`config.mk`:
```
export PLATFORM = sky130hd
export DESIGN_NAME = pec_top
export DESIGN_NICKNAME = d
export VERILOG_FILES = /design/src/hw/pec_pkg.sv /design/src/hw/pec_counter.sv /design/src/hw/pec_top.sv
export SDC_FILE = /design/constraint.sdc
export NUM_CORES = 1
export LEC_CHECK = 0
export ABC_AREA = 1
export CORE_MARGIN = 4
export CORE_UTILIZATION = 30
export CTS_CLUSTER_SIZE = 8
export DETAILED_ROUTE_END_ITERATION = 10
export DONT_BUFFER_PORTS = 1
export GPL_ROUTABILITY_DRIVEN = 0
export MAX_ROUTING_LAYER = met4
export PLACE_DENSITY = 0.5
export RECOVER_POWER = 50
export SLEW_MARGIN = 20
export SYNTH_ARGS = -nofsm -noshare
export SYNTH_HDL_FRONTEND = slang
export SYNTH_HIERARCHICAL = 1
export SYNTH_SLANG_ARGS = --single-unit
```
`constraint.sdc`:
```
create_clock -name clk_sys_i -period 2.45 [get_ports clk_sys_i]
set_clock_uncertainty 0.05 [all_clocks]
set_input_delay 0.1225 -clock clk_sys_i [delete_from_list [all_inputs] [get_ports clk_sys_i]]
set_output_delay 0.1225 -clock clk_sys_i [all_outputs]
set_load 0.1 [all_outputs]
```
`src/hw/pec_pkg.sv`:
```
// Package with constants and types for the performance event control and cycle stamp block.
package pec_pkg;
   // --------------------------------------------------------------------
   // Event-select field layout
   // --------------------------------------------------------------------
   localparam int PEC_SEL_EVT_LO_LSB = 0;
   localparam int PEC_SEL_EVT_LO_MSB = 7;
   localparam int PEC_SEL_UNIT_LSB = 8;
   localparam int PEC_SEL_UNIT_MSB = 15;
   localparam int PEC_SEL_USR_BIT = 16;
   localparam int PEC_SEL_OS_BIT = 17;
   localparam int PEC_SEL_INT_BIT = 20;
   localparam int PEC_SEL_EN_BIT = 22;
   localparam int PEC_SEL_EVT_HI_LSB = 32;
   localparam int PEC_SEL_EVT_HI_MSB = 35;
   // Writable bits: event code, unit mask, mode bits, interrupt and enable.
   localparam logic [63:0] PEC_SEL_WMASK = 64'h0000_000F_0053_FFFF;
   localparam logic [63:0] PEC_SEL_RESET = 64'h0000_0000_0000_0000;
   localparam logic [63:0] PEC_STAMP_RESET = 64'h0000_0000_0000_0000;

   // --------------------------------------------------------------------
   // Model-register selectors and feature-query bits
   // --------------------------------------------------------------------
   localparam logic [7:0] PEC_MREG_STAMP = 8'h10;
   localparam logic [7:0] PEC_MREG_SEL_BASE = 8'h20;
   localparam logic [7:0] PEC_MREG_CTR_BASE = 8'h30;
   localparam int PEC_FQ_STAMP_BIT = 4;
   localparam int PEC_FQ_SER_READ_BIT = 27;
   localparam logic [1:0] PEC_CPL_KERNEL = 2'h0;

   // Operation requested by the core pipeline.
   typedef enum logic [2:0] {
      PEC_OP_NONE,
      PEC_OP_MREG_READ,
      PEC_OP_MREG_WRITE,
      PEC_OP_PLAIN_READ,
      PEC_OP_SER_READ
   } pec_op_e;

   // Sequencer states.
   typedef enum logic [1:0] {
      PEC_ST_IDLE,
      PEC_ST_DRAIN,
      PEC_ST_DONE
   } pec_state_e;
endpackage : pec_pkg

```
`src/hw/pec_counter.sv`:
```
// One cache-level event counter with privilege gating and overflow detection.
`timescale 1ns/1ps
`default_nettype none
module pec_counter
   import pec_pkg::*;
#(
   parameter int CTR_W = 48
) (
   // Clock and reset
   input wire logic clk_sys_i,
   input wire logic rst_i,
   // Control
   input wire logic [63:0] select_i,
   input wire logic [1:0] current_privilege_level_i,
   input wire logic event_i,
   input wire logic load_i,
   input wire logic [CTR_W-1:0] load_val_i,
   // Status
   output logic [CTR_W-1:0] count_o,
   output logic overflow_o
);
   logic [CTR_W-1:0] count_reg, count_next;
   logic ovf_reg, ovf_next;
   logic lvl_ok;
   logic [CTR_W:0] sum;

   always_comb begin
      if (current_privilege_level_i == PEC_CPL_KERNEL) begin
         lvl_ok = select_i[PEC_SEL_OS_BIT];
      end else begin
         lvl_ok = select_i[PEC_SEL_USR_BIT];
      end
   end

   always_comb begin
      sum = {1'b0, count_reg} + {{CTR_W{1'b0}}, 1'b1};
      count_next = count_reg;
      ovf_next = 1'b0;
      if (load_i) begin
         count_next = load_val_i;
      end else if (select_i[PEC_SEL_EN_BIT] && lvl_ok && event_i) begin
         count_next = sum[CTR_W-1:0];
         ovf_next = sum[CTR_W];
      end
   end

   always_ff @(posedge clk_sys_i) begin
      if (rst_i) begin
         count_reg <= '0;
         ovf_reg <= 1'b0;
      end else begin
         count_reg <= count_next;
         ovf_reg <= ovf_next;
      end
   end

   assign count_o = count_reg;
   assign overflow_o = ovf_reg;
endmodule : pec_counter
`default_nettype wire

```
`src/hw/pec_top.sv`:
```
// Cache-level event-select registers, counters and cycle stamp counter.
// Summary of operation
// - Each select register is 64 bits; event code bits 35:32 and 7:0.
// - Each counter has enable bit 22, interrupt enable 20, unit mask 15:8.
// - Select registers accessible only at level 0, otherwise protection fault.
// - Feature flags report core, bridge and cache counter support.
// - Counting starts and stops when the enabling write completes.
// - Overflow interrupt raised only while interrupt enable is set.
// - Cycle stamp clears to zero on reset.
// - Cycle stamp advances every baseline clock after reset.
// - Each stamp read returns a strictly larger value until the stamp wraps or is written.
// - Cycle stamp wraps to zero after all ones.
// - Stamp reads give upper 32 bits upper, lower 32 bits lower.
// - Stamp reads work at any level unless disabled.
// - Disable set and level above 0 faults stamp reads.
// - Cycle stamp readable and writable through model-register access.
// - Feature query reports stamp support bit 4, serializing read bit 27.
// - Plain read is not serializing; serializing read waits for drain.
// - Constant-rate flag set only when stamp rate is fixed.
// - Mode bits select counting levels: none, user, system or all.
`timescale 1ns/1ps
`default_nettype none
module pec_top
   import pec_pkg::*;
#(
   parameter int NUM_CTR = 4,
   parameter int CTR_W = 48,
   parameter bit HAS_CORE_EXT = 1'b1,
   parameter bit HAS_BRIDGE_EXT = 1'b1,
   parameter bit CONSTANT_RATE = 1'b1
) (
   // Clock and reset
   input wire logic clk_sys_i,
   input wire logic rst_i,
   // Core request
   input wire logic req_i,
   input wire logic [2:0] op_i,
   input wire logic [7:0] mreg_sel_i,
   input wire logic [31:0] upper_wdata_i,
   input wire logic [31:0] lower_wdata_i,
   input wire logic [1:0] current_privilege_level_i,
   input wire logic stamp_disable_bit_i,
   input wire logic pipe_drained_i,
   // Events
   input wire logic [NUM_CTR-1:0] event_i,
   // Answer
   output logic done_o,
   output logic protection_fault_o,
   output logic [31:0] upper_result_reg_o,
   output logic [31:0] lower_result_reg_o,
   // Interrupt and feature flags
   output logic [NUM_CTR-1:0] overflow_irq_o,
   output logic ext_core_counters_flag_o,
   output logic ext_bridge_counters_flag_o,
   output logic ext_cache_counters_flag_o,
   output logic constant_rate_flag_o,
   output logic stamp_support_o,
   output logic ser_read_support_o
);
   // --------------------------------------------------------------------
   // State
   // --------------------------------------------------------------------
   logic [63:0] sel_reg [NUM_CTR];
   logic [63:0] sel_next [NUM_CTR];
   logic [63:0] stamp_reg, stamp_next;
   pec_state_e state_reg, state_next;
   logic done_reg, done_next;
   logic fault_reg, fault_next;
   logic [31:0] up_reg, up_next, lo_reg, lo_next;
   logic [NUM_CTR-1:0] irq_reg, irq_next;
   logic [NUM_CTR-1:0] ovf;
   logic [NUM_CTR-1:0] ctr_load;
   logic [CTR_W-1:0] ctr_val [NUM_CTR];
   logic [63:0] wdata;
   logic flags_reg;
   pec_op_e op;

   assign op = pec_op_e'(op_i);
   assign wdata = {upper_wdata_i, lower_wdata_i};

   // Selector decode helper.
   function automatic logic in_bank(input logic [7:0] sel, input logic [7:0] base);
      in_bank = (sel >= base) && (sel < base + 8'(NUM_CTR));
   endfunction

   // --------------------------------------------------------------------
   // Counters
   // --------------------------------------------------------------------
   for (genvar g = 0; g < NUM_CTR; g++) begin : g_ctr
      pec_counter #(
         .CTR_W(CTR_W)
      ) u_ctr (
         .clk_sys_i(clk_sys_i),
         .rst_i(rst_i),
         .select_i(sel_reg[g]),
         .current_privilege_level_i(current_privilege_level_i),
         .event_i(event_i[g]),
         .load_i(ctr_load[g]),
         .load_val_i(wdata[CTR_W-1:0]),
         .count_o(ctr_val[g]),
         .overflow_o(ovf[g])
      );
   end

   // --------------------------------------------------------------------
   // Request sequencer
   // --------------------------------------------------------------------
   always_comb begin
      state_next = state_reg;
      done_next = 1'b0;
      fault_next = 1'b0;
      up_next = up_reg;
      lo_next = lo_reg;
      ctr_load = '0;
      stamp_next = stamp_reg + 64'h0000_0000_0000_0001;
      for (int i = 0; i < NUM_CTR; i++) begin
         sel_next[i] = sel_reg[i];
      end
      case (state_reg)
         PEC_ST_IDLE: begin
            if (req_i) begin
               case (op)
                  PEC_OP_MREG_READ, PEC_OP_MREG_WRITE: begin
                     if (current_privilege_level_i != PEC_CPL_KERNEL) begin
                        fault_next = 1'b1;
                     end else if (op == PEC_OP_MREG_WRITE) begin
                        if (mreg_sel_i == PEC_MREG_STAMP) begin
                           stamp_next = wdata;
                        end
                        for (int i = 0; i < NUM_CTR; i++) begin
                           if (mreg_sel_i == PEC_MREG_SEL_BASE + 8'(i)) begin
                              sel_next[i] = wdata & PEC_SEL_WMASK;
                           end
                           if (mreg_sel_i == PEC_MREG_CTR_BASE + 8'(i)) begin
                              ctr_load[i] = 1'b1;
                           end
                        end
                     end else begin
                        up_next = 32'h0000_0000;
                        lo_next = 32'h0000_0000;
                        if (mreg_sel_i == PEC_MREG_STAMP) begin
                           {up_next, lo_next} = stamp_reg;
                        end
                        for (int i = 0; i < NUM_CTR; i++) begin
                           if (mreg_sel_i == PEC_MREG_SEL_BASE + 8'(i)) begin
                              {up_next, lo_next} = sel_reg[i];
                           end
                           if (mreg_sel_i == PEC_MREG_CTR_BASE + 8'(i)) begin
                              {up_next, lo_next} = 64'(ctr_val[i]);
                           end
                        end
                     end
                     done_next = 1'b1;
                     state_next = PEC_ST_DONE;
                  end
                  PEC_OP_PLAIN_READ, PEC_OP_SER_READ: begin
                     if (stamp_disable_bit_i &&
                         current_privilege_level_i != PEC_CPL_KERNEL) begin
                        fault_next = 1'b1;
                        done_next = 1'b1;
                        state_next = PEC_ST_DONE;
                     end else if (op == PEC_OP_SER_READ && !pipe_drained_i) begin
                        state_next = PEC_ST_DRAIN;
                     end else begin
                        {up_next, lo_next} = stamp_reg;
                        done_next = 1'b1;
                        state_next = PEC_ST_DONE;
                     end
                  end
                  default: begin
                     state_next = PEC_ST_IDLE;
                  end
               endcase
            end
         end
         PEC_ST_DRAIN: begin
            if (pipe_drained_i) begin
               {up_next, lo_next} = stamp_reg;
               done_next = 1'b1;
               state_next = PEC_ST_DONE;
            end
         end
         PEC_ST_DONE: begin
            state_next = PEC_ST_IDLE;
         end
         default: begin
            state_next = PEC_ST_IDLE;
         end
      endcase
   end

   always_comb begin
      for (int i = 0; i < NUM_CTR; i++) begin
         irq_next[i] = ovf[i] && sel_reg[i][PEC_SEL_INT_BIT];
      end
   end

   always_ff @(posedge clk_sys_i) begin
      if (rst_i) begin
         stamp_reg <= PEC_STAMP_RESET;
         state_reg <= PEC_ST_IDLE;
         done_reg <= 1'b0;
         fault_reg <= 1'b0;
         up_reg <= 32'h0000_0000;
         lo_reg <= 32'h0000_0000;
         irq_reg <= '0;
         flags_reg <= 1'b0;
         for (int i = 0; i < NUM_CTR; i++) begin
            sel_reg[i] <= PEC_SEL_RESET;
         end
      end else begin
         stamp_reg <= stamp_next;
         state_reg <= state_next;
         done_reg <= done_next;
         fault_reg <= fault_next;
         up_reg <= up_next;
         lo_reg <= lo_next;
         irq_reg <= irq_next;
         flags_reg <= 1'b1;
         for (int i = 0; i < NUM_CTR; i++) begin
            sel_reg[i] <= sel_next[i];
         end
      end
   end

   // --------------------------------------------------------------------
   // Outputs
   // --------------------------------------------------------------------
   assign done_o = done_reg;
   assign protection_fault_o = fault_reg;
   assign upper_result_reg_o = up_reg;
   assign lower_result_reg_o = lo_reg;
   assign overflow_irq_o = irq_reg;
   assign ext_core_counters_flag_o = flags_reg & HAS_CORE_EXT;
   assign ext_bridge_counters_flag_o = flags_reg & HAS_BRIDGE_EXT;
   assign ext_cache_counters_flag_o = flags_reg;
   assign constant_rate_flag_o = flags_reg & CONSTANT_RATE;
   assign stamp_support_o = flags_reg;
   assign ser_read_support_o = flags_reg;
endmodule : pec_top
`default_nettype wire

```
## Word-level counts from Yosys, hierarchy flattened

Memories as Yosys holds them, arrays and structs flattened.
Cells that the tools add are included.

- Flip-flop bits (word level): 333
- RAM bits: 256
- Input bits: 86
- Output and inout bits: 76
- Logic and storage cells: 177
- Memories kept: 1

- $add $sub $neg: 5
- Equality and inequality tests: 21
- Muxes and demuxes: 92
- Bitwise operators: 10
- Reductions and logical operators: 32

Memories:

| name | words | bits a word | read ports | clocked after memory_dff | write ports | RTL line | source |
|---|---|---|---|---|---|---|---|
| sel_reg | 4 | 64 | 4 | 0 | 4 | pec_top.sv:63 | `logic [63:0] sel_reg [NUM_CTR];` |

Operator list:

| kind | count |
|---|---|
| $mux 256 | 5 |
| $mux 32 | 30 |
| $mux 64 | 14 |
| $mux 48 | 8 |
| $pmux 32 s2 | 4 |
| $add 48x1->49 const B | 4 |
| $add 64x1->64 const B | 1 |
| $eq 8x6->1 const B | 8 |
| $mux 4 | 5 |
| $mux 1 | 17 |
| $reduce_or 3->1 | 5 |
| $logic_and 1x1->1 | 14 |
| $ne 3x3->1 const B | 4 |
| $reduce_bool 2->1 | 6 |
| $eq 8x5->1 const B | 1 |
| $mux 2 | 4 |
| $pmux 2 s2 | 2 |
| $reduce_and 8->1 | 1 |
| $eq 3x2->1 const B | 2 |
| $not 1->1 | 6 |
| $pmux 1 s2 | 3 |
| $logic_not 2->1 | 2 |
| $ne 2x2->1 const B | 2 |
| $or 1x1->1 | 4 |
| 7 further kinds | 8 |

## Logic depth before layout (Yosys ltp)

- Depth in word-level cells: 15
- Depth in mapped cells: 18

## Cells and area by module

Netlist, hierarchy kept.

Modules (own cells, without submodules):

| module | instances | cells each | area each (µm²) |
|---|---|---|---|
| pec_counter | 4 | 629 | 3748.6 |
| pec_top | 1 | 1899 | 12881.1 |

## Worst setup path after synthesis

OpenSTA, ideal clock, no wires.

- Path kind: in2reg
- Start point: input port mreg_sel_i[4]
- End point: register g_ctr[3].u_ctr.count_reg[18]
- Library setup time: 128 ps
- Data arrival time: 2066 ps
- Required time: 2272 ps
- Setup slack: 206 ps
- Cell stages on the path: 18
- Cell sequence: buf_2 nand2_1 nor2_2 inv_2 nor2_2 inv_1 clkbuf_1 buf_2 nor2_1 buf_2 inv_1 nand2_2 inv_1 buf_2 nand2_1 nand2_1 a21oi_1 nor2_1

- Cells in the longest elaborated chain, start to end: 8

RTL lines:

| what | RTL line | source |
|---|---|---|
| start: declaration | pec_top.sv:38 | `input wire logic [7:0] mreg_sel_i,` |
| $eq 8x6->1 (*) | pec_top.sv:134 | `if (mreg_sel_i == PEC_MREG_CTR_BASE + 8'(i)) begin` |
| $mux 1 (*) | pec_top.sv:134 |  |
| $mux 4 (*) | pec_top.sv:126 | `end else if (op == PEC_OP_MREG_WRITE) begin` |
| $mux 4 (*) | pec_top.sv:124 | `if (current_privilege_level_i != PEC_CPL_KERNEL) begin` |
| $mux 4 (*) | pec_top.sv:122 | `case (op)` |
| $mux 4 (*) | pec_top.sv:121 | `if (req_i) begin` |
| $mux 4 (*) | pec_top.sv:119 | `case (state_reg)` |
| via ctr_load[3] | pec_top.sv:72 | `logic [NUM_CTR-1:0] ctr_load;` |
| $mux 48 or $reduce_bool 2->1 (tied branches) | -- |  |
| end signal: assignment | pec_counter.sv:52 | `count_reg <= count_next;` |
| end: declaration | pec_counter.sv:22 | `logic [CTR_W-1:0] count_reg, count_next;` |

Mark *: on every way through the listed nets, which the timed path passes. The rest lies on a longest branch.
A chain may end at the register's enable or synchronous reset.

## Worst setup path in the final report

- Start point: register stamp_reg[13]
- End point: register stamp_reg[30]

- Cells in the longest elaborated chain, start to end: 7

RTL lines:

| what | RTL line | source |
|---|---|---|
| start: declaration | pec_top.sv:65 | `logic [63:0] stamp_reg, stamp_next;` |
| start signal: assignment | pec_top.sv:212 | `stamp_reg <= stamp_next;` |
| $add 64x1->64 (*) | pec_top.sv:115 | `stamp_next = stamp_reg + 64'h0000_0000_0000_0001;` |
| $mux 64 | pec_top.sv:127 | `if (mreg_sel_i == PEC_MREG_STAMP) begin` |
| $mux 64 | pec_top.sv:126 |  |
| $mux 64 | pec_top.sv:124 |  |
| $mux 64 | pec_top.sv:122 |  |
| $mux 64 | pec_top.sv:121 |  |
| $mux 64 (*) | pec_top.sv:119 |  |

Mark *: on every way between the ends. The rest lies on a longest branch, timed or not.

==> flow_summary.json <==
{
  "grt.overflow.total": 0,
  "seq_power_share_pct": 43.1,
  "mostFrequentLayoutCell": "nand2_1",
  "synth_area_um2": 27900,
  "slowest_stage": "dlygate4sd3_1",
  "route.vias.total": 32300,
  "violations": "hold timing",
  "swShare_pct": 29.1,
  "ios": 162,
  "cts_hold_buffers": 92,
  "hpwl_mm": 109,
  "grt_pass1_vias": 28400,
  "cts_made_buffers": 60,
  "finalPower_w": 0.0166,
  "initial_core_util_pct": 30.3,
  "pwr-share-comb_pct": 10.2,
  "grt_use_total_pct": 30.0,
  "ir_drop_mv": 0.494,
  "dr.pass1.iters": 8,
  "wl_per_cell_um": 25.4,
  "fin_crit_sh_pct": 96.9,
  "avgViaCountPerCell": 5.50,
  "grt_pass1_wl_mm": 209,
  "die_w_um": 313,
  "largest_register_ffs": 192,
  "p_int_w": 0.0117,
  "rows": 111,
  "grt_use_met1_pct": 39.9,
  "relSlewSlack_pct": 10.3,
  "die_h_um": 313,
  "setup_tns_ns": 0,
  "tightest_slew_ns": 1.35,
  "crit_chain": "nand2_1 > nor2_1 > nand2_1 > nor2_1 > nand2_1 > inv_1 > nand2_1 > nand3_1 > o211ai_1 > inv_1 > dlygate4sd3_1",
  "cap_violations": 0,
  "fin_crit_ns": 2.37,
  "fin_ws_ns": 0.0754,
  "cp_common_cell": "nand2_1",
  "rsz0062_at_grt": "true",
  "synth_nets": 4505,
  "status": "finished, violations left",
  "syn_inst": 4414,
  "grt.met3_usage_pct": 9.22,
  "port-buffer-count": 0,
  "syn_area_per_cell_um2": 6.31,
  "cts-root-buf": "clkbuf_16",
  "gr-max-usage-layer": "met2",
  "leakagePower_nw": 11.8,
  "insertion_delay_ns": 0.65,
  "htreeDepth": 2,
  "worstPathRequired_ns": 3.00,
  "cts_max_path_buffers": 3,
  "drt_iter0_drc": 4951,
  "hold_path_class": "in -> reg",
  "p_per_area_nw_per_um2": 505,
  "cp-end-kind": "register",
  "grt_start_max_net_pins": 193,
  "tritoncts": "built",
  "antenna_found_initial": 44,
  "clockPowerShare_pct": 46.7,
  "pre_cts_ws_ns": -0.112,
  "cts.sinks": 429,
  "maxSlewViolCount": 0,
  "startpoint_type": "register",
  "power_switching_w": 0.00482,
  "worstPathMaxFanout": 5,
  "ant_nets": 0,
  "yosysWarnings": 6,
  "drive_gt1_share_pct": 11.0,
  "arrival_ns": 2.92,
  "reg2regPathDepth": 11,
  "slowest_delay_ns": 0.54,
  "hold_ws_ns": -0.462,
  "area_growth_pct": 17.6,
  "fp.coreArea_um2": 91900,
  "critPathKind": "reg -> reg",
  "cts.clk_slew.worst_paths_ns": 0.06,
  "hold_depth": 1,
  "drc": 0,
  "wl_mm": 149,
  "fmax_mhz": 421,
  "finalSetupViolations": 0,
  "grt.met2_usage_pct": 42.2,
  "die-area_um2": 97800,
  "final_cell_mix": "nand2_1, inv_1, dfxtp_1, o21ai_0, a21oi_1",
  "hold_violations": 125,
  "nets": 4676
}
==> critical path: cells and delay by family (launching register included) <==
kind                   cells  cell delay [ns]
buffers and inverters      3             0.72
and+or+nand+nor            7             1.02
AOI/OAI and AO/OA          1             0.08
DFF                        1             0.45
==> stage by stage <==
stage / instance area [um^2] / util (%) / instances
floorplan: 27900 / - / 4414
global placement: 30400 / 33.1 / 5671
detailed placement: 30400 / 33.1 / 5671
CTS: 33000 / 35.9 / 5834
global route: 32700 / 35.6 / 5866
finish: 32800 / 35.6 / 5877
==> layer usage <==
metal  routed length (um)  part of all wire (%)
met5                    0                     0
met4                 7280                   4.9
met3                20200                    14
met2                60800                    41
met1                60900                    41
==> layout make-up <==
class                      instances  area (um^2)
sequential                       429         8590
fill                           10200        59200
clock inverter                     3         22.5
clock buffer                      68         1560
inverter                         531         2000
antenna                           40          100
multi-input combinational       3255        16500
tap                             1243         1560
timing repair buffer             308         2470
==> repair_timing <==
action                                  CTS  global route
endpoints found under the hold margin   391           176
setup buffers                             0             3
resized for setup                         0            14
endpoints found under the setup margin    0            17
==> power by group through the flow <==
stage / clock network, W / logic, W / registers, W
floorplan: 0 / 0.000452 / 0.00780
global route: 0.00810 / 0.00170 / 0.00713
finish: 0.00774 / 0.00169 / 0.00713
detailed placement: 0 / 0.00131 / 0.00728
CTS: 0.00783 / 0.00170 / 0.00713
global placement: 0 / 0.00131 / 0.00728
==> worst paths after layout <==
check / startpoint / end / slack, ns
worst max-delay path: stamp_reg[13] / stamp_reg[30] / 0.08
worst min-delay path: rst_i / upper_result_reg_o[31] / -0.46
worst max register to register: stamp_reg[13] / stamp_reg[30] / 0.08
worst min register to register: upper_result_reg_o[29] / upper_result_reg_o[29] / 0.41
Note: power is estimated with default switching activity, not from simulation.
